===== src/pce_map.svh =====
// Contract
// - detect on ports one to three, fifth pin3
// - every pin configurable on its own
// - request only while master enable set
// - flags still update with master clear
// - separate rising and falling detectors
// - rising detect needs rising enable bit
// - falling detect needs falling enable bit
// - both enables detect either direction
// - enabled edge sets sticky pin flag
// - summary flag is OR of flags
// - writing zero clears a flag
// - edge during clear keeps flag set
// - wake from sleep when master enabled
// - sleep edge updates flags before wake
// - registers eight bits, reset to zero
`ifndef PCE_MAP_SVH
`define PCE_MAP_SVH
`define PCE_PORT_W 8
`define PCE_NUM_PORTS 4
`define PCE_FIFTH_PIN 3
`define PCE_RESET_VAL 8'h00
`define PCE_FIFTH_MASK 8'h08
`endif


===== src/pce_pkg.sv =====
package pce_pkg;
  typedef logic [7:0] pce_byte_t;
  // index 0..2 are the first three ports, index 3 the fifth port
  typedef struct packed {
    pce_byte_t [3:0] val;
  } pce_ports_t;
  typedef struct packed {
    logic [1:0] port;
    pce_byte_t data;
    logic strobe;
  } pce_wr_t;
  typedef enum logic [1:0] {
    PCE_REG_RISE,
    PCE_REG_FALL,
    PCE_REG_FLAG,
    PCE_REG_NONE
  } pce_reg_t;
endpackage


===== src/pce_top.sv =====
`timescale 1ns/1ns
`include "pce_map.svh"
module pce_top #(
  parameter int PORT_W = `PCE_PORT_W
) (
  // clock and reset
  input wire logic CLK_I,
  input wire logic RESETN_I,
  // pins
  input wire pce_pkg::pce_ports_t PIN_I,
  // register writes, master enable and sleep
  input wire pce_pkg::pce_reg_t WR_SEL_I,
  input wire pce_pkg::pce_wr_t WR_I,
  input wire logic MASTER_EN_I,
  input wire logic SLEEP_I,
  // status
  output pce_pkg::pce_ports_t RISE_EN_O,
  output pce_pkg::pce_ports_t FALL_EN_O,
  output pce_pkg::pce_ports_t FLAG_O,
  output logic SUMMARY_O,
  output logic IRQ_O,
  output logic WAKE_O
);
  import pce_pkg::*;

  // the mask and flag logic is written for byte-wide ports only
  generate
    if (PORT_W != 8)
    begin : g_bad_width
      $error("PORT_W must be 8");
    end
  endgenerate

  // ****************************
  // reset release
  // ****************************
  logic rst_s1;
  logic rst_n;
  always_ff @(posedge CLK_I or negedge RESETN_I)
  begin
    if (!RESETN_I)
    begin
      rst_s1 <= 1'b0;
      rst_n <= 1'b0;
    end
    else
    begin
      rst_s1 <= 1'b1;
      rst_n <= rst_s1;
    end
  end

  // ****************************
  // pin synchronisers
  // ****************************
  // which pins can ever raise a change; unused bits of the fifth port stay dead
  function automatic pce_byte_t pce_mask(input int p);
    pce_mask = (p == 3) ? `PCE_FIFTH_MASK : 8'hff;
  endfunction

  pce_ports_t s1;
  pce_ports_t s2;
  pce_ports_t s3;
  pce_ports_t prev;
  pce_ports_t next_prev;
  pce_ports_t rise_p;
  pce_ports_t fall_p;
  always_comb
  begin
    next_prev = prev;
    for (int p = 0; p < `PCE_NUM_PORTS; p++)
      if (s2.val[p] == s3.val[p])
        next_prev.val[p] = s3.val[p];
  end
  always_ff @(posedge CLK_I or negedge rst_n)
  begin
    if (!rst_n)
    begin
      s1 <= '0;
      s2 <= '0;
      s3 <= '0;
      prev <= '0;
    end
    else
    begin
      s1 <= PIN_I;
      s2 <= s1;
      s3 <= s2;
      prev <= next_prev;
    end
  end

  // ****************************
  // edge detection and flags
  // ****************************
  pce_ports_t next_rise;
  pce_ports_t next_fall;
  pce_ports_t next_flag;
  pce_ports_t hit;
  logic next_summary;
  logic next_irq;
  logic next_wake;
  genvar g;
  generate
    for (g = 0; g < `PCE_NUM_PORTS; g++)
    begin : g_edge
      // separate detectors per direction, each gated by its own enable bit
      assign rise_p.val[g] = next_prev.val[g] & ~prev.val[g] & pce_mask(g);
      assign fall_p.val[g] = ~next_prev.val[g] & prev.val[g] & pce_mask(g);
      assign hit.val[g] = (rise_p.val[g] & RISE_EN_O.val[g])
                        | (fall_p.val[g] & FALL_EN_O.val[g]);
    end
  endgenerate

  always_comb
  begin
    next_rise = RISE_EN_O;
    next_fall = FALL_EN_O;
    next_flag = FLAG_O;
    if (WR_I.strobe)
    begin
      unique case (WR_SEL_I)
        PCE_REG_RISE: next_rise.val[WR_I.port] = WR_I.data & pce_mask(WR_I.port);
        PCE_REG_FALL: next_fall.val[WR_I.port] = WR_I.data & pce_mask(WR_I.port);
        PCE_REG_FLAG: next_flag.val[WR_I.port] = WR_I.data & FLAG_O.val[WR_I.port];
        PCE_REG_NONE: ;
      endcase
    end
    // set wins over a clearing write; also works asleep, clock keeps running
    next_flag = next_flag | hit;
    next_summary = |next_flag;
    next_irq = next_summary & MASTER_EN_I;
    next_wake = next_summary & MASTER_EN_I & SLEEP_I;
  end

  always_ff @(posedge CLK_I or negedge rst_n)
  begin
    if (!rst_n)
    begin
      RISE_EN_O <= '0;
      FALL_EN_O <= '0;
      FLAG_O <= '0;
      SUMMARY_O <= 1'b0;
      IRQ_O <= 1'b0;
      WAKE_O <= 1'b0;
    end
    else
    begin
      RISE_EN_O <= next_rise;
      FALL_EN_O <= next_fall;
      FLAG_O <= next_flag;
      SUMMARY_O <= next_summary;
      IRQ_O <= next_irq;
      WAKE_O <= next_wake;
    end
  end

  // ****************************
  // checks
  // ****************************
  AST_IRQ_GATED: assert property (@(posedge CLK_I) disable iff (!rst_n)
    IRQ_O |-> $past(MASTER_EN_I))
    else $error("irq without master enable");
  AST_SUMMARY_OR: assert property (@(posedge CLK_I) disable iff (!rst_n)
    SUMMARY_O == (|FLAG_O))
    else $error("summary not OR of flags");
  AST_SET_WINS: assert property (@(posedge CLK_I) disable iff (!rst_n)
    (|hit) |=> ((FLAG_O & $past(hit)) == $past(hit)))
    else $error("edge lost");
  AST_FIFTH_ONLY: assert property (@(posedge CLK_I) disable iff (!rst_n)
    (FLAG_O.val[3] & ~`PCE_FIFTH_MASK) == 8'h00)
    else $error("bad fifth pin");
  AST_NO_SPURIOUS: assert property (@(posedge CLK_I) disable iff (!rst_n)
    (hit == '0 && !WR_I.strobe) |=> FLAG_O == $past(FLAG_O))
    else $error("flag moved");
  AST_CLEAR: assert property (@(posedge CLK_I) disable iff (!rst_n)
    (WR_I.strobe && WR_SEL_I == PCE_REG_FLAG && WR_I.data == 8'h00
     && hit.val[WR_I.port] == 8'h00) |=> FLAG_O.val[$past(WR_I.port)] == 8'h00)
    else $error("clear failed");
  AST_WAKE: assert property (@(posedge CLK_I) disable iff (!rst_n)
    WAKE_O |-> IRQ_O)
    else $error("wake without irq");
  AST_RISE_EN: assert property (@(posedge CLK_I) disable iff (!rst_n)
    (rise_p.val[0][0] && !fall_p.val[0][0] && !RISE_EN_O.val[0][0]) |-> !hit.val[0][0])
    else $error("rise without enable");
  AST_FALL_EN: assert property (@(posedge CLK_I) disable iff (!rst_n)
    (fall_p.val[0][0] && !FALL_EN_O.val[0][0]) |-> !hit.val[0][0])
    else $error("fall without enable");
  AST_EDGE_LAT: assert property (@(posedge CLK_I) disable iff (!rst_n)
    (s2.val[0][0] && s3.val[0][0] && !prev.val[0][0] && RISE_EN_O.val[0][0]) |=> FLAG_O.val[0][0])
    else $error("edge not flagged");
  AST_IRQ_SET: assert property (@(posedge CLK_I) disable iff (!rst_n)
    ((|next_flag) && MASTER_EN_I) |=> IRQ_O)
    else $error("irq missing");
  AST_IRQ_OFF: assert property (@(posedge CLK_I) disable iff (!rst_n)
    !MASTER_EN_I |=> !IRQ_O)
    else $error("irq while master clear");
  AST_FLAG_NO_MASTER: assert property (@(posedge CLK_I) disable iff (!rst_n)
    (!MASTER_EN_I && (|hit)) |=> SUMMARY_O)
    else $error("flag not kept with master clear");
  AST_WAKE_SET: assert property (@(posedge CLK_I) disable iff (!rst_n)
    ((|next_flag) && MASTER_EN_I && SLEEP_I) |=> WAKE_O)
    else $error("wake missing");
  AST_WAKE_AWAKE: assert property (@(posedge CLK_I) disable iff (!rst_n)
    !SLEEP_I |=> !WAKE_O)
    else $error("wake while awake");
  AST_RISE_MASK: assert property (@(posedge CLK_I) disable iff (!rst_n)
    (RISE_EN_O.val[3] & ~`PCE_FIFTH_MASK) == 8'h00)
    else $error("bad fifth rise enable");
  AST_FALL_MASK: assert property (@(posedge CLK_I) disable iff (!rst_n)
    (FALL_EN_O.val[3] & ~`PCE_FIFTH_MASK) == 8'h00)
    else $error("bad fifth fall enable");
  AST_WR_NO_SET: assert property (@(posedge CLK_I) disable iff (!rst_n)
    (WR_I.strobe && hit == '0) |=> (FLAG_O & ~$past(FLAG_O)) == '0)
    else $error("write set a flag");
  AST_FALL_LAT: assert property (@(posedge CLK_I) disable iff (!rst_n)
    (!s2.val[0][0] && !s3.val[0][0] && prev.val[0][0] && FALL_EN_O.val[0][0]) |=> FLAG_O.val[0][0])
    else $error("fall not flagged");
  AST_EN_WRITE: assert property (@(posedge CLK_I) disable iff (!rst_n)
    (WR_I.strobe && WR_SEL_I == PCE_REG_RISE && WR_I.port == 2'h0) |=> RISE_EN_O.val[0] == $past(WR_I.data))
    else $error("enable write lost");
  AST_EDGE_PULSE: assert property (@(posedge CLK_I) disable iff (!rst_n)
    rise_p.val[0][0] |=> !rise_p.val[0][0])
    else $error("edge pulse too long");
endmodule // pce_top


===== config.mk =====
export PLATFORM = sky130hd
export DESIGN_NAME = pce_top
export DESIGN_NICKNAME = d
export VERILOG_FILES = /design/src/pce_pkg.sv /design/src/pce_top.sv
export VERILOG_INCLUDE_DIRS = /design/src
export SDC_FILE = /design/constraint.sdc
export NUM_CORES = 1
export LEC_CHECK = 0
export BUFFER_PORTS_ARGS = -buffer_cell sky130_fd_sc_hd__clkbuf_2
export CORE_MARGIN = 1.5
export CORE_UTILIZATION = 55
export CTS_CLUSTER_SIZE = 10
export DETAILED_ROUTE_END_ITERATION = 8
export PLACE_DENSITY = 0.79
export SYNTH_ARGS = -nofsm -noshare
export SYNTH_HDL_FRONTEND = slang
export SYNTH_SLANG_ARGS = --single-unit
export TNS_END_PERCENT = 30

===== constraint.sdc =====
create_clock -name CLK_I -period 9.35 [get_ports CLK_I]
set_clock_uncertainty 0.15 [all_clocks]
set_input_delay 2.3375 -clock CLK_I [delete_from_list [all_inputs] [get_ports CLK_I]]
set_output_delay 2.3375 -clock CLK_I [all_outputs]
set_load 0.05 [all_outputs]

# After elaboration in Yosys (flattened, before gate mapping)

Index checks and enable logic that the tools add are counted.

Output and inout bits: 99
Logic and storage cells: 94
Bits in registers: 229
Bits of input ports: 49

Order comparisons: 2
Bitwise logic cells: 33
Multiplexer cells: 14
Eq/ne operators: 7
Reduce and logical (&&, ||, !) cells: 5

Operators by type and width:

| cell                 | number |
|---|---|
| $and A8 B8 Y8        | 14 |
| $bwmux W32           | 3 |
| $mux W32             | 2 |
| $mux W8              | 7 |
| $not A8 Y8           | 6 |
| $eq A8 B8 Y1         | 4 |
| $or A32 B32 Y32      | 1 |
| $or A8 B8 Y8         | 4 |
| $reduce_or A32 Y1    | 1 |
| $and A4 B8 Y8        | 2 |
| $bmux W8 S2          | 1 |
| $demux W8 S2         | 1 |
| $and A4 B4 Y4        | 2 |
| $not A4 Y4           | 2 |
| $eq A2 B1 Y1 const B | 2 |
| $reduce_and A2 Y1    | 2 |
| $lt A2 B3 Y1 const B | 1 |
| $and A1 B1 Y1        | 2 |
| $eq A2 B2 Y1 const B | 1 |
| $ge A2 B1 Y1 const B | 1 |
| $logic_not A2 Y1     | 1 |
| $logic_and A1 B1 Y1  | 1 |

# Depth between registers and ports, before layout

Gate-level depths: netlist of run 1.

Word-level depth: 11
Gate-level depth with buffers: 8
Mapped depth without buffers: 6

# Worst setup path before layout of run 1

No wires, ideal clock.

Kind: input port to flip-flop
From: in WR_I[10] in the netlist's numbering
To: reg IRQ_O
Path buffers: 3
Stages: 7
Setup time: 143 ps
Required time: 9057 ps
Data arrival time: 3835 ps
Setup slack: 5222 ps
Cell sequence: buf_4 buf_2 buf_2 o41ai_1 o2111ai_2 nor4_4 a31oi_1

Longest elaborated chain between the ends: 10
Elaborated cells between the ends (all ways): 14
Those cells by class: 2 x order compare; 7 x mux; 3 x bitwise; 2 x reduce/logical

Ends and longest elaborated chain:

| item                                                                      | RTL line       | RTL |
|---|---|---|
| from (decl)                                                               | pce_top.sv:13  | `input wire pce_pkg::pce_wr_t WR_I,` |
| $lt A2 B3 Y1 (not written as such) / $ge A2 B1 Y1 (equally long branches) | pce_top.sv:125 | `PCE_REG_FLAG: next_flag.val[WR_I.port] = WR_I.data & FLAG_O.val[WR_I.port];` |
| $logic_and A1 B1 Y1 (not written as such)                                 | pce_top.sv:125 |  |
| $mux W8 (not written as such)                                             | pce_top.sv:125 |  |
| $demux W8 S2                                                              | pce_top.sv:125 |  |
| $bwmux W32 *                                                              | pce_top.sv:125 |  |
| $mux W32 *                                                                | pce_top.sv:122 | `unique case (WR_SEL_I)` |
| $mux W32 *                                                                | pce_top.sv:120 | `if (WR_I.strobe)` |
| $or A32 B32 Y32 *                                                         | pce_top.sv:130 | `next_flag = next_flag \| hit;` |
| $reduce_or A32 Y1 *                                                       | pce_top.sv:131 | `next_summary = \|next_flag;` |
| $and A1 B1 Y1 *                                                           | pce_top.sv:132 | `next_irq = next_summary & MASTER_EN_I;` |
| named net next_irq                                                        | pce_top.sv:101 | `logic next_irq;` |
| to (signal assigned)                                                      | pce_top.sv:153 | `IRQ_O <= next_irq;` |
| to (decl)                                                                 | pce_top.sv:21  | `output logic IRQ_O,` |

Mark *: on every way through the listed nets, which the timed path passes. The rest lies on a longest branch. The select of a mux whose other input is x is not followed.
A chain may end at the register's enable or synchronous reset.

# Worst setup path after layout of run 1

From: in WR_I[10] in the netlist's numbering
To: reg WAKE_O

Longest elaborated chain between the ends: 11
Elaborated cells between the ends (all ways): 15
Those cells by class: 2 x order compare; 7 x mux; 4 x bitwise; 2 x reduce/logical

Ends and longest elaborated chain:

| item                                                                      | RTL line       | RTL |
|---|---|---|
| $lt A2 B3 Y1 (not written as such) / $ge A2 B1 Y1 (equally long branches) | pce_top.sv:125 |  |
| $logic_and A1 B1 Y1 (not written as such)                                 | pce_top.sv:125 |  |
| $mux W8 (not written as such)                                             | pce_top.sv:125 |  |
| $demux W8 S2                                                              | pce_top.sv:125 |  |
| $bwmux W32 *                                                              | pce_top.sv:125 |  |
| $mux W32 *                                                                | pce_top.sv:122 |  |
| $mux W32 *                                                                | pce_top.sv:120 |  |
| $or A32 B32 Y32 *                                                         | pce_top.sv:130 |  |
| $reduce_or A32 Y1 *                                                       | pce_top.sv:131 |  |
| $and A1 B1 Y1 * (2 in series)                                             | pce_top.sv:133 | `next_wake = next_summary & MASTER_EN_I & SLEEP_I;` |
| named net next_wake                                                       | pce_top.sv:102 | `logic next_wake;` |
| to (signal assigned)                                                      | pce_top.sv:154 | `WAKE_O <= next_wake;` |
| to (decl)                                                                 | pce_top.sv:22  | `output logic WAKE_O` |

Marked as above.

==> flow_metrics.py, run 1 <==
metrics = {
    "run_status": {
        "outcome": "finished, final reports clean",
    },
    "setup_path": {
        "worst-path-max-fanout": 26,
        "cp-end-kind": "flop",
        "critPathArrivalTime_ns": 4.50,
        "required_ns": 9.56,
        "reg2reg_from": "rst_n",
        "crit_slowest_cell": "a2111oi_0",
        "r2r_end": "FLAG_O[24]",
        "critPathLaunchType": "input pin",
        "path_cells": "clkbuf_2, inv_2, a2111oi_0, o21bai_1, a22oi_1, nor4_1, a31oi_1",
        "path_class": "input pin to flop",
        "rrSetupSlack_ns": 6.45,
        "r2r_cells": 2,
        "slowest_delay_ns": 0.55,
    },
    "global_routing": {
        "gr-usage-all-layers_pct": 24.9,
        "grt_pass1_vias": 5814,
        "grt_max_degree": 87,
        "grt_pass1_wl_microns": 31000,
        "antenna_found_initial": 0,
        "gr-total-overflow": 0,
    },
    "hold_path": {
        "min_path_cells": 0,
        "hold_path.class": "flop to flop",
        "hold_start": "s1[27]",
        "hold_end": "s2[27]",
    },
    "routing": {
        "avgRoutedWirePerCell_microns": 20.0,
        "first_iter_violations": 471,
        "viasPerCell": 5.82,
        "drc": 0,
        "vias": 5583,
        "drt-met1-wl_microns": 8020,
        "routed-wl-met2_microns": 9210,
        "wl_met3_microns": 1630,
        "topRoutingLayerUsed": "met4",
        "drt_first_pass_iters": 5,
        "ant_nets": 0,
        "routed_wl_microns": 19200,
    },
    "clock_network": {
        "clockBufferDepth": 3,
        "cts_sinks": 222,
        "clk_pin_slew_worst_paths_ns": 0.05,
        "ctsHoldBuffers": 0,
        "cts_resized": 0,
        "clockRootBuffer": "clkbuf_16",
        "clk-insertion-delay-late_ns": 0.51,
        "htreeDepth": 1,
        "numCtsBuffers": 26,
        "cts_tree": "yes",
        "post_cts_buffers": 0,
    },
    "sta": {
        "rsz0062_at_grt": "no",
        "slew_headroom_pct": 18.2,
        "fin_tns_setup_ns": 0,
        "slew_viol_final": 0,
        "min_period_ns": 4.29,
        "setup_ws_ns": 5.06,
        "setup_violations": 0,
        "tightest_slew_ns": 1.22,
        "hold_violations": 0,
        "max_clock_freq_mhz": 233,
        "finalCritPeriodShare_pct": 45.9,
    },
    "yosys": {
        "synth_fp_nets": 665,
        "syn_inst": 616,
        "synth-seq-area-share_pct": 67.2,
        "mappedNetlistArea_sq_um": 8260,
        "yosysWarningCount": 0,
        "ys_ff_latch": 222,
        "synth.distinct_cells": 50,
        "avgSynthCellArea_sq_um": 13.4,
    },
    "pwr": {
        "p_leak_nw": 4.65,
        "combPwrFrac_pct": 21.8,
        "finalPower_mw": 2.59,
        "p_int_mw": 1.73,
        "seq_power_share_pct": 45.5,
        "peakVddDrop_v": 0.000143,
        "power_density_nw_per_um2": 262,
        "switching_share_pct": 33.0,
        "power.net_switching_mw": 0.854,
        "p_clk_share_pct": 32.7,
    },
    "layout": {
        "drive_gt1_share_pct": 32.0,
        "nets": 823,
        "final_util_pct": 67.6,
        "area_growth_syn_to_layout_pct": 19.3,
        "diodes": 0,
    },
    "run": {
        "drv_cap": 0,
    },
    "die": {
        "die_w_microns": 126,
        "initial_utilization_pct": 56.6,
        "die_h_microns": 126,
        "dieArea_sq_um": 15800,
        "ioPinCount": 148,
        "rows": 44,
        "core_region_area_sq_um": 14600,
    },
    "placement": {
        "dp_slack_ns": 4.61,
        "dp_hpwl_microns": 13400,
        "numPortBuffers": 147,
        "gp_congestion": 0.902,
    },
}
-- critical path: cells and delay by family --
| kind | cells | cell delay [ns] |
|---|---|---|
| AOI/OAI and AO/OA | 4 | 1.02 |
| and+or+nand+nor | 1 | 0.48 |
| buffers and inverters | 2 | 0.65 |
-- power by group through the flow --
stage	logic, mW	clock network [mW]	registers [mW]
after floorplan	0.149	0	1.43
after global placement	0.555	0	1.18
after detailed placement	0.562	0	1.19
after CTS	0.565	0.862	1.18
after global routing	0.595	0.900	1.19
final	0.563	0.846	1.18
-- logic make-up after synthesis --
kind of cell	Yosys count	share of synthesized area (%)
flip-flops	222	67.2
multiplexers	59	7.99
other	1	0.0454
AO/OA/AOI/OAI	108	9.04
XOR/XNOR	32	3.39
AND/OR/NAND/NOR	165	10.9
buffers and inverters	29	1.41
-- flip-flops by register name, summed over array words and instances (netlist names), 25 cells and up --
register	flops
s2	32
s3	32
FALL_EN_O	32
RISE_EN_O	32
s1	32
prev	25
FLAG_O	32
-- cell type report --
class                      instances  area [sq um]
tap                              184           230
sequential                       222          5560
timing repair buffer             149           751
clock buffer                      29           683
clock inverter                     1          8.76
fill                            1033          4730
multi-input combinational        365          2590
inverter                          10          37.5
-- how the worst max path moves through the flow --
| stage | start | end | slack [ns] |
|---|---|---|---|
| after floorplan | rst_n | FALL_EN_O[0] | 2.56 |
| after global placement | WR_I[10] | IRQ_O | 4.75 |
| after detailed placement | WR_I[10] | WAKE_O | 4.61 |
| after CTS | WR_I[10] | WAKE_O | 5.12 |
| after global routing | WR_I[10] | WAKE_O | 4.79 |
| final | WR_I[10] | WAKE_O | 5.06 |
-- placed cells by master (no fill, tap or decap), types with 2 or more instances in the layout --
cell type and n:
clkbuf_16 27, o21ba_2 2, nand3b_1 25, a22oi_1 2, o21ai_0 41, inv_1 8
mux2_2 56, dfrtp_1 221, and2_1 11, o41ai_1 10, clkbuf_2 147, a2111oi_0 3
o22ai_1 2, a31oi_1 4, nand4_1 3, xor2_1 32, clkbuf_1 2, nor3_1 4
o21a_2 3, o21a_1 21, nor4_1 10, buf_4 2, inv_2 2, o41a_1 3
mux2i_1 3, nand2_1 77, o31ai_1 8, nand2b_1 2, nand3_1 8, nor2_1 8
nor2b_1 7
-- per-stage QoR --
stage	hold slack (ns)	area (sq um)	cells
detailed placement	0.185	9170	930
CTS	0.194	9860	960
global route	0.200	9860	960
global placement	0.183	9170	930
floorplan	0.181	8260	616
finish	0.189	9860	960
-- synth_stat cells, drive strengths merged --
master   count  share of area (%)
o21bai       1              0.091
clkbuf      15               0.68
a21oi        1              0.061
nand4        3               0.23
nand2b       2               0.15
o21ai       42                2.5
nor4        12                1.2
a22oi        2               0.18
nand3b      26                2.5
and2        11               0.83
conb         1              0.045
xor2        32                3.4
or4          1               0.14
a22o         1               0.11
o41a         3               0.41
o22ai        2               0.15
a211o        1               0.11
a2111o       1               0.14
dfrtp      222                 67
nand2       77                3.5
nor2b        7               0.53
o21a        24                2.2
and3b        1               0.15
nor2         8               0.36
nand4b       1               0.11
o21ba        2               0.24
a2111oi      3               0.32
o31ai        8               0.73
o2111ai      1               0.18
mux2i        3               0.36
buf          4               0.27
or3          1              0.076
o2bb2ai      1               0.11
nor3b        1              0.091
inv         10               0.45
and4b        1               0.12
o211ai       1              0.091
nor3         4               0.24
a31oi        4               0.30
nand3        9               0.70
mux2        56                7.6
o41ai       10                1.1
-- layer usage --
| metal | global-route usage, % | vias to the layer above |
|---|---|---|
| met2 | 39.5 | 249 |
| li1 | - | 2483 |
| met3 | 6.33 | 36 |
| met5 | 0 | - |
| met4 | 7.29 | 0 |
| met1 | 34.5 | 2815 |
(Power assumes the default switching activity.)
==> run 2: changes to the inputs <==
- CORE_UTILIZATION: 55 -> 50
- PLACE_DENSITY: 0.79 -> 0.76
- clock period: 9.35 -> 3.7 ns (I/O delays scaled with it)
==> run 2 against run 1 <==
Effect of this change:
- first-iteration DRC count fell by 19%
- worst hold slack got worse by 0.15 ns
- combinational power rose to 2.6 times the previous value
- via count fell by 1.2%
- cell count rose by 3.6%
- critical path depth did not move
- global-route usage fell by 1.9 points
- sequential power rose to 2.5 times the previous value
- utilization fell by 5.3 points
- final area rose by 1.1%
- non-clock buffer count rose by 2
- count of clock-buffer cells in the layout rose by 1
==> flow_metrics.py, run 2 (synthesis gave the netlist of run 1 again) <==
metrics = {
    "global_routing": {
        "gr-total-overflow": 0,
        "use_met3_pct": 6.13,
        "use_met1_pct": 30.2,
        "grt_pass1_wl_microns": 31600,
        "grt_use_met2_pct": 37.6,
        "antenna_found_initial": 0,
        "busiest_layer": "met2",
        "gr-usage-all-layers_pct": 23.0,
        "grt_pass1_vias": 5822,
        "grt_max_degree": 221,
    },
    "clock_network": {
        "ctsHoldBuffers": 0,
        "clk-insertion-delay-late_ns": 0.50,
        "post_cts_buffers": 0,
        "clockRootBuffer": "clkbuf_16",
        "clk_pin_slew_worst_paths_ns": 0.05,
        "cts_tree": "yes",
        "htreeDepth": 1,
        "clockBufferDepth": 3,
        "cts_sinks": 222,
        "cts_resized": 0,
        "numCtsBuffers": 26,
    },
    "routing": {
        "routed_wl_microns": 19500,
        "vias": 5515,
        "ant_nets": 0,
        "viasPerCell": 5.54,
        "drc": 0,
        "avgRoutedWirePerCell_microns": 19.6,
        "drt_first_pass_iters": 5,
        "first_iter_violations": 383,
    },
    "setup_path": {
        "cpLargestDelayFamily": "compound AO/OA/AOI/OAI gates",
        "critPathLaunchType": "input pin",
        "path_class": "input pin to flop",
        "crit_slowest_cell": "a2111oi_0",
        "cp-end-kind": "flop",
        "path_buf_inv": 2,
        "slowest_delay_ns": 0.52,
        "worst-path-max-fanout": 26,
        "required_ns": 3.90,
        "critPathArrivalTime_ns": 3.09,
        "path_cells": "clkbuf_2, inv_2, a2111oi_0, o21bai_1, a22oi_1, nor4_1, nand3_1",
    },
    "pwr": {
        "power_density_nw_per_um2": 667,
        "p_leak_nw": 4.69,
        "peakVddDrop_v": 0.000339,
        "finalPower_mw": 6.65,
    },
    "placement": {
        "dp_cells": 964,
        "dp_hpwl_microns": 13400,
        "numPortBuffers": 147,
        "dp_slack_ns": 0.366,
        "dpl_cell_area_sq_um": 9240,
        "gp_congestion": 0.895,
    },
    "run": {
        "drv_cap": 0,
    },
    "layout": {
        "nets": 825,
        "area_growth_syn_to_layout_pct": 20.7,
        "fin_cells": 995,
        "final_common_cell": "dfrtp_1",
        "drive_gt1_share_pct": 32.3,
        "final_cell_mix": "dfrtp_1, clkbuf_2, nand2_1, mux2_2, o21ai_0",
        "diodes": 0,
        "final_area_sq_um": 9970,
    },
    "die": {
        "rows": 46,
        "initial_utilization_pct": 51.6,
        "core_region_area_sq_um": 16000,
        "die_w_microns": 132,
        "dieArea_sq_um": 17300,
        "die_h_microns": 132,
        "ioPinCount": 148,
    },
    "sta": {
        "slew_headroom_pct": 23.8,
        "setup_violations": 0,
        "finalCritPeriodShare_pct": 78.3,
        "max_clock_freq_mhz": 345,
        "slew_viol_final": 0,
        "setup_ws_ns": 0.804,
        "fin_tns_setup_ns": 0,
        "tightest_slew_ns": 1.14,
        "min_period_ns": 2.90,
        "hold_violations": 0,
        "rsz0062_at_grt": "no",
    },
    "run_status": {
        "outcome": "finished, final reports clean",
    },
    "hold_path": {
        "hold_path.class": "input pin to async pin",
    },
}
## run 2: cell count changes in the layout (fill, tap and decap cells not counted)
cell	delta
clkbuf_8	+2
buf_12	+1
buf_4	+1
bufinv_16	+1
clkbuf_1	-1
inv_6	-1
## run 2: report_power, final
group          internal, mW  switching (mW)  leakage (nW)  total, mW
clock                  1.39           0.863         0.362       2.25
sequential             2.71           0.242          2.72       2.96
combinational         0.379            1.07          1.60       1.44
total                  4.48            2.17          4.69       6.65
## run 2: metal layers
metal / wire length [microns] / vias up
li1: - / 2474
met1: 8030 / 2747
met2: 9380 / 252
met3: 1660 / 42
met4: 461 / 0
met5: 0 / -
## run 2: final cells by class
cell class | count | area [sq um]
Clock buffer | 30 | 707
Clock inverter | 1 | 30.0
Fill cell | 1251 | 6030
Inverter | 10 | 37.5
Multi-Input combinational cell | 365 | 2590
Sequential cell | 222 | 5560
Tap cell | 216 | 270
Timing Repair Buffer | 151 | 778
## run 2: worst reg2reg max path, stage by stage, from the launching register on
cell and delay [ns]:
dfrtp_1 0.42, xor2_1 0.16, nor4_1 0.51, nand2_1 0.56
o21ba_2 0.46, nor4_4 0.05, a31oi_1 0.18
## run 2: path summary, 6_finish.rpt
check | slack [ns] | start | to | cells after the start
worst max-delay path | 0.80 | WR_I[10] | SUMMARY_O | 7
worst min-delay path | 0.04 | RESETN_I | rst_n | 1
worst max register to register | 1.12 | s3[2] | IRQ_O | 6
worst min register to register | 0.19 | s1[3] | s2[3] | 0
max in group asynchronous | 2.17 | rst_n | RISE_EN_O[10] | 1
min in group CLK_I | 0.19 | s1[3] | s2[3] | 0
## run 2: through the flow
step,util [%],hold slack (ns)
after CTS,62.3,0.0280
after global placement,57.7,0.183
after floorplan,-,0.181
final,62.3,0.0432
after detailed placement,57.7,0.185
after global routing,62.3,0.0257
